**config.mk**
```make
export PLATFORM = sky130hd
export DESIGN_NAME = irq_unit
export DESIGN_NICKNAME = d
export VERILOG_FILES = /design/src/logic/irq_pkg.sv /design/src/logic/pin_sampler.sv /design/src/logic/irq_unit.sv
export SDC_FILE = /design/constraint.sdc
export NUM_CORES = 1
export LEC_CHECK = 0
export BUFFER_PORTS_ARGS = -buffer_cell sky130_fd_sc_hd__buf_2
export CELL_PAD_IN_SITES_DETAIL_PLACEMENT = 1
export CELL_PAD_IN_SITES_GLOBAL_PLACEMENT = 1
export CORE_ASPECT_RATIO = 1.75
export CORE_MARGIN = 4
export CORE_UTILIZATION = 42
export CTS_CLUSTER_DIAMETER = 40
export DETAILED_ROUTE_END_ITERATION = 7
export GPL_TIMING_DRIVEN = 0
export MAX_ROUTING_LAYER = met4
export PLACE_DENSITY_LB_ADDON = 0.1
export SETUP_SLACK_MARGIN = 0.3
export SYNTH_ARGS = -nofsm -noshare
export SYNTH_HDL_FRONTEND = slang
export SYNTH_HIERARCHICAL = 1
export SYNTH_SLANG_ARGS = --single-unit
```
**constraint.sdc**
```tcl
create_clock -name clk -period 40.7 [get_ports clk]
set_input_delay 2.035 -clock clk [delete_from_list [all_inputs] [get_ports clk]]
set_output_delay 2.035 -clock clk [all_outputs]
set_load 0.01 [all_outputs]
```
**src/logic/irq_pkg.sv**
```systemverilog
// irq_pkg: constants and carrier types of the twelve vector interrupt unit.
// assumes one 20 MHz system clock and a machine cycle of twelve clocks.
`default_nettype none
package irq_pkg;

	// ----------------------------------------------------------------
	// sizes and timing
	// ----------------------------------------------------------------
	localparam int NUM_VECTORS = 12;
	localparam int NUM_PAIRS = 6;
	localparam int NUM_SHARED = 4;
	localparam int CLK_PERIOD_NS = 50;
	localparam int MC_CLOCKS = 12; // clocks per machine cycle
	localparam logic [3:0] MC_LAST = 4'(MC_CLOCKS - 1);

	// ----------------------------------------------------------------
	// vector indices, in fixed polling order
	// ----------------------------------------------------------------
	localparam int VEC_EXT0 = 0;
	localparam int VEC_TIMER0 = 1;
	localparam int VEC_EXT1 = 2;
	localparam int VEC_TIMER1 = 3;
	localparam int VEC_SERIAL = 4;
	localparam int VEC_TIMER2 = 5;
	localparam int VEC_ADC = 6;
	localparam int VEC_EXT2 = 7;

	// vector addresses by index
	localparam logic [15:0] VECTOR_ADDR [NUM_VECTORS] = '{
		16'h0003, 16'h000B, 16'h0013, 16'h001B, 16'h0023, 16'h002B,
		16'h0043, 16'h004B, 16'h0053, 16'h005B, 16'h0063, 16'h006B};

	// ----------------------------------------------------------------
	// pin sampler bit positions
	// ----------------------------------------------------------------
	localparam int PIN_EXT0 = 0;
	localparam int PIN_EXT1 = 1;
	localparam int PIN_EXT2 = 2;
	localparam int PIN_SHARED_LSB = 3;
	localparam int PIN_RELOAD = 7;
	localparam int PIN_COUNT = 8;

	// ----------------------------------------------------------------
	// types
	// ----------------------------------------------------------------
	typedef enum logic [0:0] {
		ST_IDLE = 1'b0,
		ST_OFFER = 1'b1
	} state_t;

	typedef struct packed {
		logic global_enable;
		logic [NUM_VECTORS-1:0] enable_vector;
		logic [1:0] pin01_edge_sel; // 1: falling edge, 0: low level
		logic [1:0] pin23_rise_sel; // 1: rising edge, 0: falling edge
		logic [NUM_PAIRS-1:0] priority_select_low;
		logic [NUM_PAIRS-1:0] priority_select_high;
	} irq_config_t;

	typedef struct packed {
		logic timer0_overflow_flag;
		logic timer1_overflow_flag;
		logic serial_receive_done_flag;
		logic serial_transmit_done_flag;
		logic timer2_overflow_flag;
		logic conversion_done_flag;
	} periph_flags_t;

endpackage
`default_nettype wire

```
**src/logic/pin_sampler.sv**
```systemverilog
// pin_sampler: two-flop synchroniser plus edge detect for a group of pins.
// assumes pins are asynchronous to clk and idle high.
`timescale 1ns/1ps
`default_nettype none

module pin_sampler #(
	parameter int WIDTH = 8
) (
	input wire logic clk,
	input wire logic rst,
	input wire logic [WIDTH-1:0] pin_in,
	output logic [WIDTH-1:0] level,
	output logic [WIDTH-1:0] rise,
	output logic [WIDTH-1:0] fall
);

	typedef struct packed {
		logic [WIDTH-1:0] stage1;
		logic [WIDTH-1:0] stage2;
		logic [WIDTH-1:0] prev;
	} sampler_t;

	sampler_t s_reg;
	sampler_t s_next;

	// ----------------------------------------------------------------
	// state update; stage1 feeds stage2 only
	// ----------------------------------------------------------------
	always_comb begin
		s_next = s_reg;
		s_next.stage1 = pin_in;
		s_next.stage2 = s_reg.stage1;
		s_next.prev = s_reg.stage2;
	end

	// reset to high so idle pins give no spurious edge
	always_ff @(posedge clk) begin
		if (rst) begin
			s_reg <= '1;
		end else begin
			s_reg <= s_next;
		end
	end

	// edges from settled samples only
	assign level = s_reg.stage2;
	assign rise = s_reg.stage2 & ~s_reg.prev;
	assign fall = ~s_reg.stage2 & s_reg.prev;

endmodule // pin_sampler
`default_nettype wire

```
**src/logic/irq_unit.sv**
```systemverilog
// irq_unit: twelve vector interrupt unit with four priority levels.
// assumes a cpu sequencer that takes an offered vector and reports returns,
// and peripheral flags that are synchronous to clk.
`timescale 1ns/1ps
`default_nettype none

module irq_unit (
	input wire logic clk,
	input wire logic rst,
	input wire irq_pkg::irq_config_t cfg,
	input wire irq_pkg::periph_flags_t periph,
	input wire logic ext_request_pin_zero,
	input wire logic ext_request_pin_one,
	input wire logic ext_request_pin_two,
	input wire logic timer2_reload_trigger_pin,
	input wire logic [3:0] shared_pin_in,
	output logic [3:0] shared_pin_out,
	output logic [3:0] shared_pin_oe,
	input wire logic [3:0] compare_drive_en,
	input wire logic [3:0] compare_drive_value,
	input wire logic [3:0] compare_match,
	output logic [3:0] capture_event,
	output logic timer0_gate,
	output logic timer1_gate,
	output logic timer2_reload_strobe,
	input wire logic timer2_flag_clear,
	output logic [6:0] ext_pin_request_flags,
	output logic timer2_external_reload_flag,
	output logic vector_request,
	output logic [15:0] vector_address,
	output logic [1:0] vector_level,
	input wire logic vector_taken,
	input wire logic return_done,
	output logic [11:0] ack_strobe,
	output logic [3:0] in_service_levels
);

	typedef struct packed {
		irq_pkg::state_t state;
		logic [3:0] tick_cnt;
		logic [6:0] ext_flags;
		logic ext_reload_flag;
		logic [3:0] in_service;
		logic [3:0] vec_id;
		logic [1:0] vec_level;
		logic [15:0] vec_addr;
		logic [11:0] ack;
		logic [3:0] capture;
		logic [3:0] pin_out;
		logic [3:0] pin_oe;
		logic reload;
	} ctrl_t;

	ctrl_t c_reg;
	ctrl_t c_next;

	logic [7:0] pin_level;
	logic [7:0] pin_rise;
	logic [7:0] pin_fall;
	logic tick;
	logic [11:0] raw_req;
	logic [11:0] active;
	logic best_found;
	logic [1:0] best_lvl;
	logic [3:0] best_id;
	logic svc_found;
	logic [1:0] svc_lvl;
	logic accept;

	// ----------------------------------------------------------------
	// pin sampling
	// ----------------------------------------------------------------
	// ext 2 has its own pin; 3..6 sit on the compare/capture pins
	pin_sampler #(
		.WIDTH(irq_pkg::PIN_COUNT)
	) u_pins (
		.clk(clk),
		.rst(rst),
		.pin_in({timer2_reload_trigger_pin, shared_pin_in, ext_request_pin_two,
			ext_request_pin_one, ext_request_pin_zero}),
		.level(pin_level),
		.rise(pin_rise),
		.fall(pin_fall)
	);

	// ----------------------------------------------------------------
	// request collection and priority pick
	// ----------------------------------------------------------------
	always_comb begin
		tick = (c_reg.tick_cnt == irq_pkg::MC_LAST);
		raw_req = {c_reg.ext_flags[6:2],
			periph.conversion_done_flag,
			periph.timer2_overflow_flag | c_reg.ext_reload_flag,
			periph.serial_receive_done_flag | periph.serial_transmit_done_flag,
			periph.timer1_overflow_flag,
			c_reg.ext_flags[1],
			periph.timer0_overflow_flag,
			c_reg.ext_flags[0]};
		active = raw_req & cfg.enable_vector & {12{cfg.global_enable}};
		best_found = 1'b0;
		best_lvl = 2'h0;
		best_id = 4'h0;
		// strict compare keeps the lowest index on a tie
		for (int i = 0; i < irq_pkg::NUM_VECTORS; i++) begin
			if (active[i] && (!best_found ||
				{cfg.priority_select_high[i % irq_pkg::NUM_PAIRS],
				cfg.priority_select_low[i % irq_pkg::NUM_PAIRS]} > best_lvl)) begin
				best_found = 1'b1;
				best_lvl = {cfg.priority_select_high[i % irq_pkg::NUM_PAIRS],
					cfg.priority_select_low[i % irq_pkg::NUM_PAIRS]};
				best_id = 4'(i);
			end
		end
		svc_found = 1'b0;
		svc_lvl = 2'h0;
		for (int j = 0; j < 4; j++) begin
			if (c_reg.in_service[j]) begin
				svc_found = 1'b1;
				svc_lvl = 2'(j);
			end
		end
		accept = best_found && (!svc_found || best_lvl > svc_lvl);
	end

	// ----------------------------------------------------------------
	// next state
	// ----------------------------------------------------------------
	always_comb begin
		c_next = c_reg;
		c_next.tick_cnt = tick ? 4'h0 : c_reg.tick_cnt + 4'h1;
		c_next.ack = 12'h000;
		c_next.capture = pin_rise[6:3] | pin_fall[6:3];
		c_next.pin_out = compare_drive_value;
		c_next.pin_oe = compare_drive_en;
		c_next.reload = pin_fall[irq_pkg::PIN_RELOAD];

		// return ends the innermost level first
		if (return_done && svc_found) begin
			c_next.in_service[svc_lvl] = 1'b0;
		end

		case (c_reg.state)
			irq_pkg::ST_IDLE: begin
				// polled once per machine cycle, offered on the next edge
				if (tick && accept) begin
					c_next.state = irq_pkg::ST_OFFER;
					c_next.vec_id = best_id;
					c_next.vec_level = best_lvl;
					c_next.vec_addr = irq_pkg::VECTOR_ADDR[best_id];
				end
			end
			irq_pkg::ST_OFFER: begin
				if (vector_taken) begin
					c_next.state = irq_pkg::ST_IDLE;
					c_next.in_service[c_reg.vec_level] = 1'b1;
					c_next.ack[c_reg.vec_id] = 1'b1;
				end else if (tick && !active[c_reg.vec_id]) begin
					c_next.state = irq_pkg::ST_IDLE;
				end
			end
			default: begin
				c_next.state = irq_pkg::ST_IDLE;
			end
		endcase

		// ext 0/1: level mode follows the pin, edge mode latches a fall
		for (int k = 0; k < 2; k++) begin
			if (!cfg.pin01_edge_sel[k]) begin
				c_next.ext_flags[k] = ~pin_level[k];
			end else if (pin_fall[k]) begin
				c_next.ext_flags[k] = 1'b1;
			end else if (c_next.ack[k * 2]) begin
				c_next.ext_flags[k] = 1'b0;
			end
		end

		// ext 2..6 are cleared on vectoring; a new edge wins the clear
		for (int m = 2; m < 7; m++) begin
			if (c_next.ack[m + 5]) begin
				c_next.ext_flags[m] = 1'b0;
			end
		end
		if (cfg.pin23_rise_sel[0] ? pin_rise[irq_pkg::PIN_EXT2] : pin_fall[irq_pkg::PIN_EXT2]) begin
			c_next.ext_flags[2] = 1'b1;
		end
		if (compare_match[0] ||
			(cfg.pin23_rise_sel[1] ? pin_rise[irq_pkg::PIN_SHARED_LSB] : pin_fall[irq_pkg::PIN_SHARED_LSB])) begin
			c_next.ext_flags[3] = 1'b1;
		end
		for (int n = 1; n < irq_pkg::NUM_SHARED; n++) begin
			if (compare_match[n] || pin_rise[irq_pkg::PIN_SHARED_LSB + n]) begin
				c_next.ext_flags[3 + n] = 1'b1;
			end
		end

		// software clears the reload flag; a fall in the same cycle wins
		if (pin_fall[irq_pkg::PIN_RELOAD]) begin
			c_next.ext_reload_flag = 1'b1;
		end else if (timer2_flag_clear) begin
			c_next.ext_reload_flag = 1'b0;
		end
	end

	always_ff @(posedge clk) begin
		if (rst) begin
			c_reg <= '0;
		end else begin
			c_reg <= c_next;
		end
	end

	// ----------------------------------------------------------------
	// outputs
	// ----------------------------------------------------------------
	assign vector_request = (c_reg.state == irq_pkg::ST_OFFER);
	assign vector_address = c_reg.vec_addr;
	assign vector_level = c_reg.vec_level;
	assign ack_strobe = c_reg.ack;
	assign in_service_levels = c_reg.in_service;
	assign ext_pin_request_flags = c_reg.ext_flags;
	assign timer2_external_reload_flag = c_reg.ext_reload_flag;
	assign timer2_reload_strobe = c_reg.reload;
	assign capture_event = c_reg.capture;
	assign shared_pin_out = c_reg.pin_out;
	assign shared_pin_oe = c_reg.pin_oe;
	assign timer0_gate = pin_level[irq_pkg::PIN_EXT0];
	assign timer1_gate = pin_level[irq_pkg::PIN_EXT1];

	// cycles an acceptable request has waited while idle
	logic [4:0] wait_cnt;
	always_ff @(posedge clk) begin
		if (rst || c_reg.state != irq_pkg::ST_IDLE || !accept) begin
			wait_cnt <= 5'h00;
		end else begin
			wait_cnt <= wait_cnt + 5'h01;
		end
	end
endmodule // irq_unit
`default_nettype wire

```
After elaboration in Yosys (flattened, before gate mapping):

Memories as Yosys holds them, arrays and structs flattened. A register that Yosys moved wholly into a read port is not among the register bits.
Index checks and enable logic that the tools add are counted.

* input bits: 60
* memories kept: 1
* output and inout port bits: 58
* memory bits (read-only): 256
* register bits: 72
* word-level logic and storage cells: 197

* add/sub/neg operators: 1
* order comparisons: 18
* reduce and logical (&&, ||, !) cells: 56
* equality and inequality tests: 3
* bitwise operators: 17
* mux-type cells: 79

Memory list
* (no name shown): words 16, bits a word 16, read ports 1, clocked after Yosys merged registers in 1, write ports 0, line irq_unit.sv:149 `c_next.vec_addr = irq_pkg::VECTOR_ADDR[best_id];`

Operators with widths (number)
* 4-bit two-way mux: 13
* 1-bit two-way mux: 45
* 2-bit two-way mux: 14
* 12-bit bitwise AND: 2
* 2-bit greater-than comparator: 12
* 12-bit two-way mux: 2
* 1-bit logical AND: 18
* 1-bit logical OR: 16
* 1-bit zero test: 13
* 2-bit nonzero test: 6
* 8-bit bitwise AND: 1
* 8-bit inverter: 1
* 4-bit bitwise OR: 2
* 7-bit bitwise AND: 1
* 7-bit inverter: 1
* 2-bit by 3-bit < comparator with 1-bit output (second input constant): 2
* 3-bit by 1-bit inequality test with 1-bit output (second input constant): 2
* 4-bit by 5-bit < comparator with 1-bit output (second input constant): 1
* 4-bit inverter with 5-bit output: 1
* 4-bit by 1-bit adder with 4-bit output (second input constant): 1
* 4-bit bitwise AND: 1
* 1-bit binary-select mux with 4-bit select: 1
* 1-bit demux with 2-bit select: 2
* 1-bit demux with 4-bit select: 1
* other kinds (10): 15

Depth between registers and ports, before layout:

Gate-level depths: netlist of the first run.

* word-level depth: 54
* mapped depth: 83

Modules after synthesis:

Netlist of the first run, hierarchy kept.

Modules (own cells, without submodules)
* irq_unit: instances 1, cells an instance 441, area each 3575.9 um^2
* pin_sampler: instances 1, cells an instance 74, area each 813.3 um^2

Worst setup path before layout of the first run:

Ideal clock, no wire load.

* path type: input-to-reg
* start: input cfg[28] (netlist name)
* end: register c_reg (netlist bit vector_level[1])
* arrival time: 15563 ps
* required time: 40572 ps
* setup time: 128 ps
* stages on the path: 79
* path slack: 25009 ps
* cells stage by stage: buf_4 > buf_2 > nand4_1 > ha_1 > nor2b_1 > o311ai_2 > mux2i_1 > inv_1 > ha_1 > nor2b_1 > o21ai_0 > a21oi_1 > mux2_2 > ha_1 > nand2_1 > o21ai_0 > o22a_1 > o211ai_1 > [43 not listed] > a211oi_1 > a21oi_1 > a22oi_2 > ha_1 > nand2_1 > o21ai_0 > a21o_1 > nor2_1 > a21oi_1 > ha_1 > nor2b_1 > o21ai_0 > o41ai_1 > nand2_1 > a31oi_1 > clkbuf_1 > mux2i_1 > nor2_1

* longest elaborated chain between the ends: 51
* elaborated cells between the ends (all ways): 74
* those cells by class: 12 x order compare; 24 x mux; 1 x bitwise; 37 x reduce/logical

Ends and longest elaborated chain
* start: declaration: line irq_unit.sv:10 `input wire irq_pkg::irq_config_t cfg,`
* 12-bit bitwise AND *: line irq_unit.sv:99 `active = raw_req & cfg.enable_vector & {12{cfg.global_enable}};`
* 2-bit two-way mux / 1-bit two-way mux (equally long branches): line irq_unit.sv:105 `if (active[i] && (!best_found ||`
* 2-bit greater-than comparator / 1-bit zero test (equally long branches): line irq_unit.sv:107, irq_unit.sv:105
* 1-bit logical OR: line irq_unit.sv:105
* 1-bit logical AND: line irq_unit.sv:105
* 2-bit two-way mux / 1-bit two-way mux (equally long branches): line irq_unit.sv:105
* 2-bit greater-than comparator / 1-bit zero test (equally long branches): line irq_unit.sv:107, irq_unit.sv:105
* 1-bit logical OR: line irq_unit.sv:105
* [36 not listed]
* 1-bit logical AND: line irq_unit.sv:105
* 2-bit two-way mux *: line irq_unit.sv:105
* via best_lvl[1]: line irq_unit.sv:64 `logic [1:0] best_lvl;`
* 2-bit greater-than comparator: line irq_unit.sv:122 `accept = best_found && (!svc_found || best_lvl > svc_lvl);`
* 1-bit logical OR: line irq_unit.sv:122
* 1-bit logical AND: line irq_unit.sv:122
* 1-bit logical AND: line irq_unit.sv:145 `if (tick && accept) begin`
* 2-bit AND reduction (no line)
* end signal: assignment: line irq_unit.sv:208 `c_reg <= c_next;`
* end: declaration: line irq_unit.sv:54 `ctrl_t c_reg;`

Mark *: on every way through the listed nets, which the timed path passes. The rest lies on a longest branch.
A chain may end at the register's enable or synchronous reset.

Worst setup path after layout of the first run:

* start: input cfg[28] (netlist name)
* end: register c_reg[46] (netlist name)

* longest elaborated chain between the ends: 51
* elaborated cells between the ends (all ways): 83
* those cells by class: 12 x order compare; 33 x mux; 1 x bitwise; 37 x reduce/logical

Ends and longest elaborated chain (line)
* 12-bit bitwise AND *: irq_unit.sv:99
* 2-bit two-way mux / 1-bit two-way mux (equally long branches): irq_unit.sv:105
* 2-bit greater-than comparator / 1-bit zero test (equally long branches): irq_unit.sv:107, irq_unit.sv:105
* 1-bit logical OR: irq_unit.sv:105
* 1-bit logical AND: irq_unit.sv:105
* 2-bit two-way mux / 1-bit two-way mux (equally long branches): irq_unit.sv:105
* 2-bit greater-than comparator / 1-bit zero test (equally long branches): irq_unit.sv:107, irq_unit.sv:105
* 1-bit logical OR: irq_unit.sv:105
* [36 not listed]
* 1-bit logical AND: irq_unit.sv:105
* 2-bit two-way mux *: irq_unit.sv:105
* via best_lvl[1]: irq_unit.sv:64
* 2-bit greater-than comparator *: irq_unit.sv:122
* 1-bit logical OR *: irq_unit.sv:122
* 1-bit logical AND *: irq_unit.sv:122
* 1-bit logical AND *: irq_unit.sv:145
* 2-bit AND reduction (no line) *

Marked as above.

==> results of run 1 <==
-- final timing paths --
check | end | slack, ps | cells past startpoint
max | c_reg[46]$_SDFFE_PP0P_ | 22420 | 80
min | u_pins/level[0]$_SDFF_PP1_ | 400 | 1
max reg2reg | c_reg[46]$_SDFFE_PP0P_ | 24190 | 77
min reg2reg | u_pins/level[0]$_SDFF_PP1_ | 400 | 1
-- cell type report --
class	instances	share of cell area, %
Clock buffer	9	4.19
Sequential cell	76	28.3
Multi-Input combinational cell	356	42.6
Timing Repair Buffer	107	9.96
Tap cell	125	2.91
Inverter	14	0.977
Buffer	69	9.16
Clock inverter	7	1.91
-- metrics by stage --
| stage | utilization (%) | std cells | setup WS [ps] |
|---|---|---|---|
| final | 54.0 | 763 | 22420 |
| after global routing | 54.0 | 763 | 20930 |
| after CTS | 54.0 | 763 | 22370 |
| after detailed placement | 50.7 | 747 | 22100 |
| after global placement | 50.7 | 747 | 22550 |
| after floorplan | - | 515 | 25010 |
-- per-layer routing --
layer  global-route usage (%)  vias up
met5                        -        -
met4                     12.6        0
met3                     2.90       39
met2                     45.0      118
met1                     21.2     1937
li1                         -     1959
-- power by group through the flow --
| stage | logic [W] | registers (W) | clock network [W] |
|---|---|---|---|
| after floorplan | 0.0000260 | 0.0000793 | 0 |
| after global placement | 0.0000368 | 0.0000797 | 0 |
| after detailed placement | 0.0000383 | 0.0000798 | 0 |
| after CTS | 0.0000387 | 0.0000782 | 0.0000890 |
| after global routing | 0.0000432 | 0.0000784 | 0.0000921 |
| final | 0.0000384 | 0.0000782 | 0.0000874 |
-- worst register-to-register path: cells and delay by family (launching register included) --
family	cells	cell delay, ps
flops	1	470
mux	2	770
fa+ha+maj	12	3320
compound gates	32	7240
buf+inv	4	700
simple gates	27	3910
==> results.ini, run 1 <==
[status]
outcome=completed

[synthesis]
synth_area_um2=4330
postSynthCellCount=506
syn_area_per_cell_um2=8.55
yosys_warnings=6

[power_and_ir_drop]
p_leak_nw=2.52
power_density_nw_per_um2=37.9
internal_power_w=0.000148
power_switching_w=0.0000557
pwr-share-comb_pct=18.8
seqPwrFrac_pct=38.3
finalPower_w=0.000204
switching_share_pct=27.3
clkPwrFrac_pct=42.8
ir_worst_vdd_v=0.0000227

[route]
drt.antenna.violating_nets=0
met1_length_um=4530
met3_length_um=506
routed_via_density=5.31
first_pass_iters=6
drc=0
vias=4053
routed_wl_um=13300
highest_layer=met4
drt-initial-drc-count=123
wl_met2_um=7680
wl_per_cell_um=17.5

[clock_tree]
post_cts_buffers=0
ctsHoldBuffers=0
cts_buffer_depth=2
clock_sinks=76
cts.htree.levels=3
cts-root-buf=clkbuf_16
path_clk_slew_ps=60
clk_latency_ps=340
ctsResizeCount=0
cts_made_buffers=9
cts_tree=yes

[final_layout]
layout.nets=713
layout_commonest_cell=buf_2
n_antenna_cell=0
area_growth_pct=24.4
multi_input_area_um2=2290
final_area_um2=5380
largest_reg_flops=12
register_area_um2=1520
fill_cells=1247
drive_gt1_share_pct=32.3
most-common-layout-cells=108 x buf_2, 76 x dfxtp_1, 64 x nor2_1

[worst_setup_path]
critPathBufInv=7
cp-end-kind=flip-flop
startpoint_type=primary input
cp.arrival_ps=18520
critical_path_required_ps=40940
path_delay_family=compound AO/OA/AOI/OAI gates
crit_path_start=cfg[28]
crit_slowest_cell=a211oi_1
r2r-start=ext_pin_request_flags[0]$_SDFFE_PP0P_
crit_fanout=10
cpPeakStageDelay_ps=500
critPathMostFrequentCell=ha_1
worst-setup-path-type=primary input to flip-flop

[floorplan]
die-area_um2=12100
rows=48
die_width_um=84.7
fp.dieH_um=142
core_um2=9970
initial_core_util_pct=43.4
ioPinCount=118

[hold_path]
hp-start=u_pins/s_next[8]$_SDFF_PP1_
min_path_type=flip-flop to flip-flop

[place]
io_buffers=107
place_area_um2=5050
place.gp.congestion=0.963
dp_hpwl_um=10700

[sta]
fin_hold_ws_ps=404
min_period_over_period_pct=44.9
max_slew.worst_pin.slew_ps=617
finClkSkew_ps=4.35
setup_viol=0
period_needed_ps=18280
fmax_mhz=54.7
drv_slew=0
rsz0062_at_grt=false
relSlewSlack_pct=58.8
tns_ps=0
hold_viol_final=0

[global_route]
track_usage_pct=23.1
grt_pass1_vias=4309
grt_pass1_wl_um=21200
antenna_found_initial=0
grt-ovfl-total=0
grt_max_degree=16

[run]
max_cap_violations=0

No activity file was read; power rests on OpenSTA's default activity.
==> inputs of run 2 (changes only) <==
- CORE_UTILIZATION: 42 -> 39
- clock period: 40.7 -> 18 ns (I/O delays scaled with it)
==> run 2 against run 1 <==
Net effect: via count up 0.15%; routed wire length is 1.6% lower; core utilization decreased by 3.6 points; count of clock-buffer cells in the layout did not move; sequential share of layout area fell by 0.23 points; first-iteration DRC count rose by 15%; largest power group unchanged.
==> results.ini, run 2 (synthesis gave the netlist of run 1 again) <==
[power_and_ir_drop]
ir_worst_vdd_v=0.0000633
internal_power_w=0.000347
power_density_nw_per_um2=86.0
power_switching_w=0.000119
p_leak_nw=2.53
finalPower_w=0.000466
clkPwrFrac_pct=43.4
switching_share_pct=25.6
seqPwrFrac_pct=37.9
pwr-share-comb_pct=18.7

[hold_path]
hold_end=u_pins/level[0]$_SDFF_PP1_
hp-start=u_pins/s_next[8]$_SDFF_PP1_
min_path_cells=1
min_path_type=flip-flop to flip-flop

[place]
place.gp.congestion=0.905
io_buffers=107
dp_hpwl_um=10900

[route]
drt.antenna.violating_nets=0
drc=0
routed_wl_um=13100
routed_via_density=5.29
wl_per_cell_um=17.1
drt-initial-drc-count=141
vias=4059
first_pass_iters=4

[worst_setup_path]
crit_fanout=10
worst-setup-path-type=primary input to flip-flop
r2r-start=ext_pin_request_flags[0]$_SDFFE_PP0P_
cp.arrival_ps=16780
cp-end-kind=flip-flop
critPathBufInv=6
critical_path_required_ps=18260
r2r_setup_slack_ps=2110
r2r_cells=78
critPathMostFrequentCell=ha_1
path_delay_family=compound AO/OA/AOI/OAI gates
r2r-end=c_reg[45]$_SDFFE_PP0P_
cpPeakStageDelay_ps=420
crit_slowest_cell=a211oi_2
startpoint_type=primary input

[run]
max_cap_violations=0

[final_layout]
most-common-layout-cells=108 x buf_2, 76 x dfxtp_1, 63 x nor2_1
largest_reg_flops=12
multi_input_area_um2=2310
area_growth_pct=25.4
drive_gt1_share_pct=33.1
register_area_um2=1520
n_antenna_cell=0
layout.nets=714
fin_util_pct=50.4
fill_cells=1354
layout_commonest_cell=buf_2

[clock_tree]
cts_tree=yes
ctsHoldBuffers=0
cts_made_buffers=9
clock_sinks=76
path_clk_slew_ps=60
clk_latency_ps=330
cts-root-buf=clkbuf_16
cts_buffer_depth=2
cts.htree.levels=3

[sta]
relSlewSlack_pct=59.7
tns_ps=0
min_period_over_period_pct=91.8
setup_viol=0
period_needed_ps=16520
fmax_mhz=60.5
max_slew.worst_pin.slew_ps=604
rsz0062_at_grt=true
drv_slew=0
fin_hold_ws_ps=407
finClkSkew_ps=6.39
hold_viol_final=0

[floorplan]
fp.dieH_um=147
ioPinCount=118
die_width_um=87.6
die-area_um2=12900
rows=50
initial_core_util_pct=40.2
core_um2=10800

[global_route]
track_usage_pct=21.2
antenna_found_initial=0
grt-ovfl-total=0
grt_pass1_wl_um=20500
grt_max_degree=14
grt_pass1_vias=4231

[status]
outcome=completed

run 2: changes by cell type in the layout (fill, tap and decap cells not counted), sizes merged:
| cell | previous run | this run |
|---|---|---|
| buf | 168 | 169 |
| clkinvlp | 1 | 2 |
| clkinv | 0 | 1 |
| bufinv | 2 | 3 |
| inv | 18 | 14 |
run 2: metal layers:
layer  global-route usage (%)  vias up  wire (um)
met4                     12.3        0        582
met2                     40.4      117       7600
met5                        -        -          0
met1                     19.3     1947       4440
li1                         -     1959          -
met3                     2.47       36        507
run 2: final cells by class:
cell class	instances	area share (%)
Clock buffer	9	4.15
Timing Repair Buffer	108	10.0
Tap cell	130	3.00
Buffer	69	9.11
Inverter	14	0.969
Multi-Input combinational cell	356	42.6
Sequential cell	76	28.1
Clock inverter	6	2.10
run 2: per-stage QoR:
| step | std cells | instance area, um2 | setup slack, ps |
|---|---|---|---|
| after global placement | 752 | 5060 | 817 |
| after detailed placement | 752 | 5060 | 451 |
| final | 768 | 5420 | 1480 |
| after CTS | 767 | 5400 | 765 |
| after floorplan | 515 | 4360 | 3440 |
| after global routing | 768 | 5420 | 283 |
run 2: timing repair:
action / in CTS / in global routing
setup buffers: 0 / 1
gates resized for setup: 0 / 6
hold endpoints to repair: 0 / 0
setup endpoints to repair: 0 / 11
run 2: how the worst max path moves through the flow:
stage	slack, ps	depth (start not counted)	to	startpoint
2_1_floorplan	3440	79	vector_level[1]$_SDFFE_PP0P_	cfg[28]
3_3_place_gp	820	81	vector_address[4]$_SDFFE_PP0P_	cfg[28]
3_5_place_dp	450	80	vector_level[1]$_SDFFE_PP0P_	cfg[28]
4_1_cts	770	81	c_reg[45]$_SDFFE_PP0P_	cfg[28]
5_1_grt	280	82	c_reg[45]$_SDFFE_PP0P_	cfg[28]
6_report	1480	81	c_reg[45]$_SDFFE_PP0P_	cfg[28]
run 2: worst register-to-register path, delay by kind of cell (launching register included):
kind                       cells  cell delay, ps
AOI/OAI and AO/OA             33            6660
adders and majority gates     12            3370
buffers and inverters          3             280
DFF                            1             460
muxes                          2             790
and+or+nand+nor               28            4220
run 2: power by group through the flow:
stage	sequential, W	clock (W)	combinational (W)
floorplan	0.000179	0	0.0000589
global placement	0.000180	0	0.0000832
detailed placement	0.000181	0	0.0000865
CTS	0.000177	0.000206	0.0000869
global route	0.000177	0.000213	0.0000983
finish	0.000177	0.000202	0.0000871
==> inputs of run 3 (changes only) <==
- GPL_TIMING_DRIVEN: 0 -> default
==> run 3 against run 2 <==
Net effect: worst hold slack lost 2.7 ps; die area did not move; global-route usage fell by 0.79 points; final area is 10% lower; critical path type unchanged; critical endpoint is now vector_level[0]$_SDFFE_PP0P_; largest cell class unchanged.
==> results.ini, run 3 (synthesis gave the netlist of run 1 again) <==
[status]
outcome=completed

[floorplan]
core_um2=10800
die_width_um=87.6
rows=50
initial_core_util_pct=40.2
die-area_um2=12900
fp.dieH_um=147
ioPinCount=118

[route]
drc=0
first_pass_iters=4
routed_wl_um=12500
vias=3699
routed_via_density=5.29
wl_per_cell_um=17.8
drt.antenna.violating_nets=0
drt-initial-drc-count=124

[final_layout]
most-common-layout-cells=107 x buf_2, 76 x dfxtp_1, 63 x nor2_1
layout.nets=646
n_antenna_cell=0
fin_util_pct=45.3
largest_reg_flops=12
drive_gt1_share_pct=26.2
fill_cells=1359
instances_no_fill=699
area_growth_pct=12.6
layout_commonest_cell=buf_2

[run]
max_cap_violations=0

[global_route]
grt_pass1_wl_um=19700
grt_max_degree=68
grt_pass1_vias=3817
track_usage_pct=20.5
antenna_found_initial=0
grt-ovfl-total=0

[worst_setup_path]
crit_fanout=23
r2r_setup_slack_ps=2200
r2r_cells=77
cpPeakStageDelay_ps=410
worst-setup-path-type=primary input to flip-flop
cp.arrival_ps=16520
critical_path_required_ps=18270
cp-end-kind=flip-flop
startpoint_type=primary input
crit_slowest_cell=a221oi_1
r2r-end=vector_level[0]$_SDFFE_PP0P_
critPathMostFrequentCell=ha_1
r2r-start=ext_pin_request_flags[0]$_SDFFE_PP0P_

[sta]
drv_slew=0
period_needed_ps=16250
finClkSkew_ps=4.62
rsz0062_at_grt=false
tns_ps=0
fmax_mhz=61.5
min_period_over_period_pct=90.3
relSlewSlack_pct=60.4
setup_viol=0
hold_viol_final=0
max_slew.worst_pin.slew_ps=594

[power_and_ir_drop]
switching_share_pct=27.0
power_density_nw_per_um2=87.7
power_switching_w=0.000115
finalPower_w=0.000427
internal_power_w=0.000312
pwr-share-comb_pct=18.7
clkPwrFrac_pct=39.9
seqPwrFrac_pct=41.4
ir_worst_vdd_v=0.0000703
p_leak_nw=2.17

[clock_tree]
cts_buffer_depth=2
ctsResizeCount=0
clock_sinks=76
path_clk_slew_ps=60
post_cts_buffers=0
clk_latency_ps=330
cts-root-buf=clkbuf_16
cts_tree=yes
ctsHoldBuffers=0
cts_made_buffers=9
cts.htree.levels=3

[hold_path]
hp-start=u_pins/s_next[10]$_SDFF_PP1_
hold_end=u_pins/level[2]$_SDFF_PP1_
min_path_cells=1
min_path_type=flip-flop to flip-flop

[place]
io_buffers=107
dp_hpwl_um=10300
place.gp.congestion=0.925
dpl.cell_count=685

==> run 3: final cells by class <==
cell class                 count  area [um2]  area share, %
inverter                      14        52.6           1.08
clock buffer                   9         225           4.62
sequential                    76        1520           31.2
clock inverter                 5        55.1           1.13
tap                          130         163           3.34
timing repair buffer         109         551           11.3
multi-input combinational    356        2300           47.3
==> run 3: worst max-delay path by stage <==
stage	from	to	slack [ps]	depth (start not counted)
finish	cfg[28]	vector_level[0]$_SDFFE_PP0P_	1750	78
global route	cfg[28]	c_reg[45]$_SDFFE_PP0P_	380	80
CTS	cfg[28]	c_reg[45]$_SDFFE_PP0P_	1470	78
detailed placement	cfg[28]	c_reg[45]$_SDFFE_PP0P_	1200	78
global placement	cfg[28]	c_reg[45]$_SDFFE_PP0P_	1570	78
floorplan	cfg[28]	vector_level[1]$_SDFFE_PP0P_	3440	79
==> run 3: power by group through the flow <==
| stage | Clock (W) | Sequential (W) | Combinational [W] |
|---|---|---|---|
| global placement | 0 | 0.000180 | 0.0000778 |
| floorplan | 0 | 0.000179 | 0.0000589 |
| CTS | 0.000175 | 0.000177 | 0.0000806 |
| detailed placement | 0 | 0.000180 | 0.0000802 |
| finish | 0.000170 | 0.000177 | 0.0000798 |
| global route | 0.000181 | 0.000177 | 0.0000906 |
==> run 3: metal layers <==
| metal | wire length [um] | part of all wire [%] | global-route usage [%] | vias to the layer above |
|---|---|---|---|---|
| li1 | - | - | - | 1823 |
| met1 | 4520 | 36 | 20.6 | 1770 |
| met2 | 7030 | 56 | 37.9 | 87 |
| met3 | 441 | 3.5 | 2.24 | 19 |
| met4 | 461 | 3.7 | 9.52 | 0 |
| met5 | 0 | 0 | - | - |
==> run 3: worst max-delay path: cells and delay by family <==
family | cells | cell delay [ps]
multiplexers | 1 | 370
AO/OA/AOI/OAI | 34 | 7100
AND/OR/NAND/NOR | 27 | 4130
buffers and inverters | 4 | 720
adder cells (fa/ha/maj) | 12 | 3260
==> run 3: through the flow <==
| step | setup WS, ps | hold WS [ps] | area, um2 |
|---|---|---|---|
| 4_1_cts | 1470 | 409 | 4860 |
| 3_3_place_gp | 1570 | 384 | 4580 |
| 5_1_grt | 382 | 431 | 4870 |
| 2_1_floorplan | 3440 | 383 | 4360 |
| 3_5_place_dp | 1200 | 392 | 4580 |
| 6_report | 1750 | 404 | 4870 |
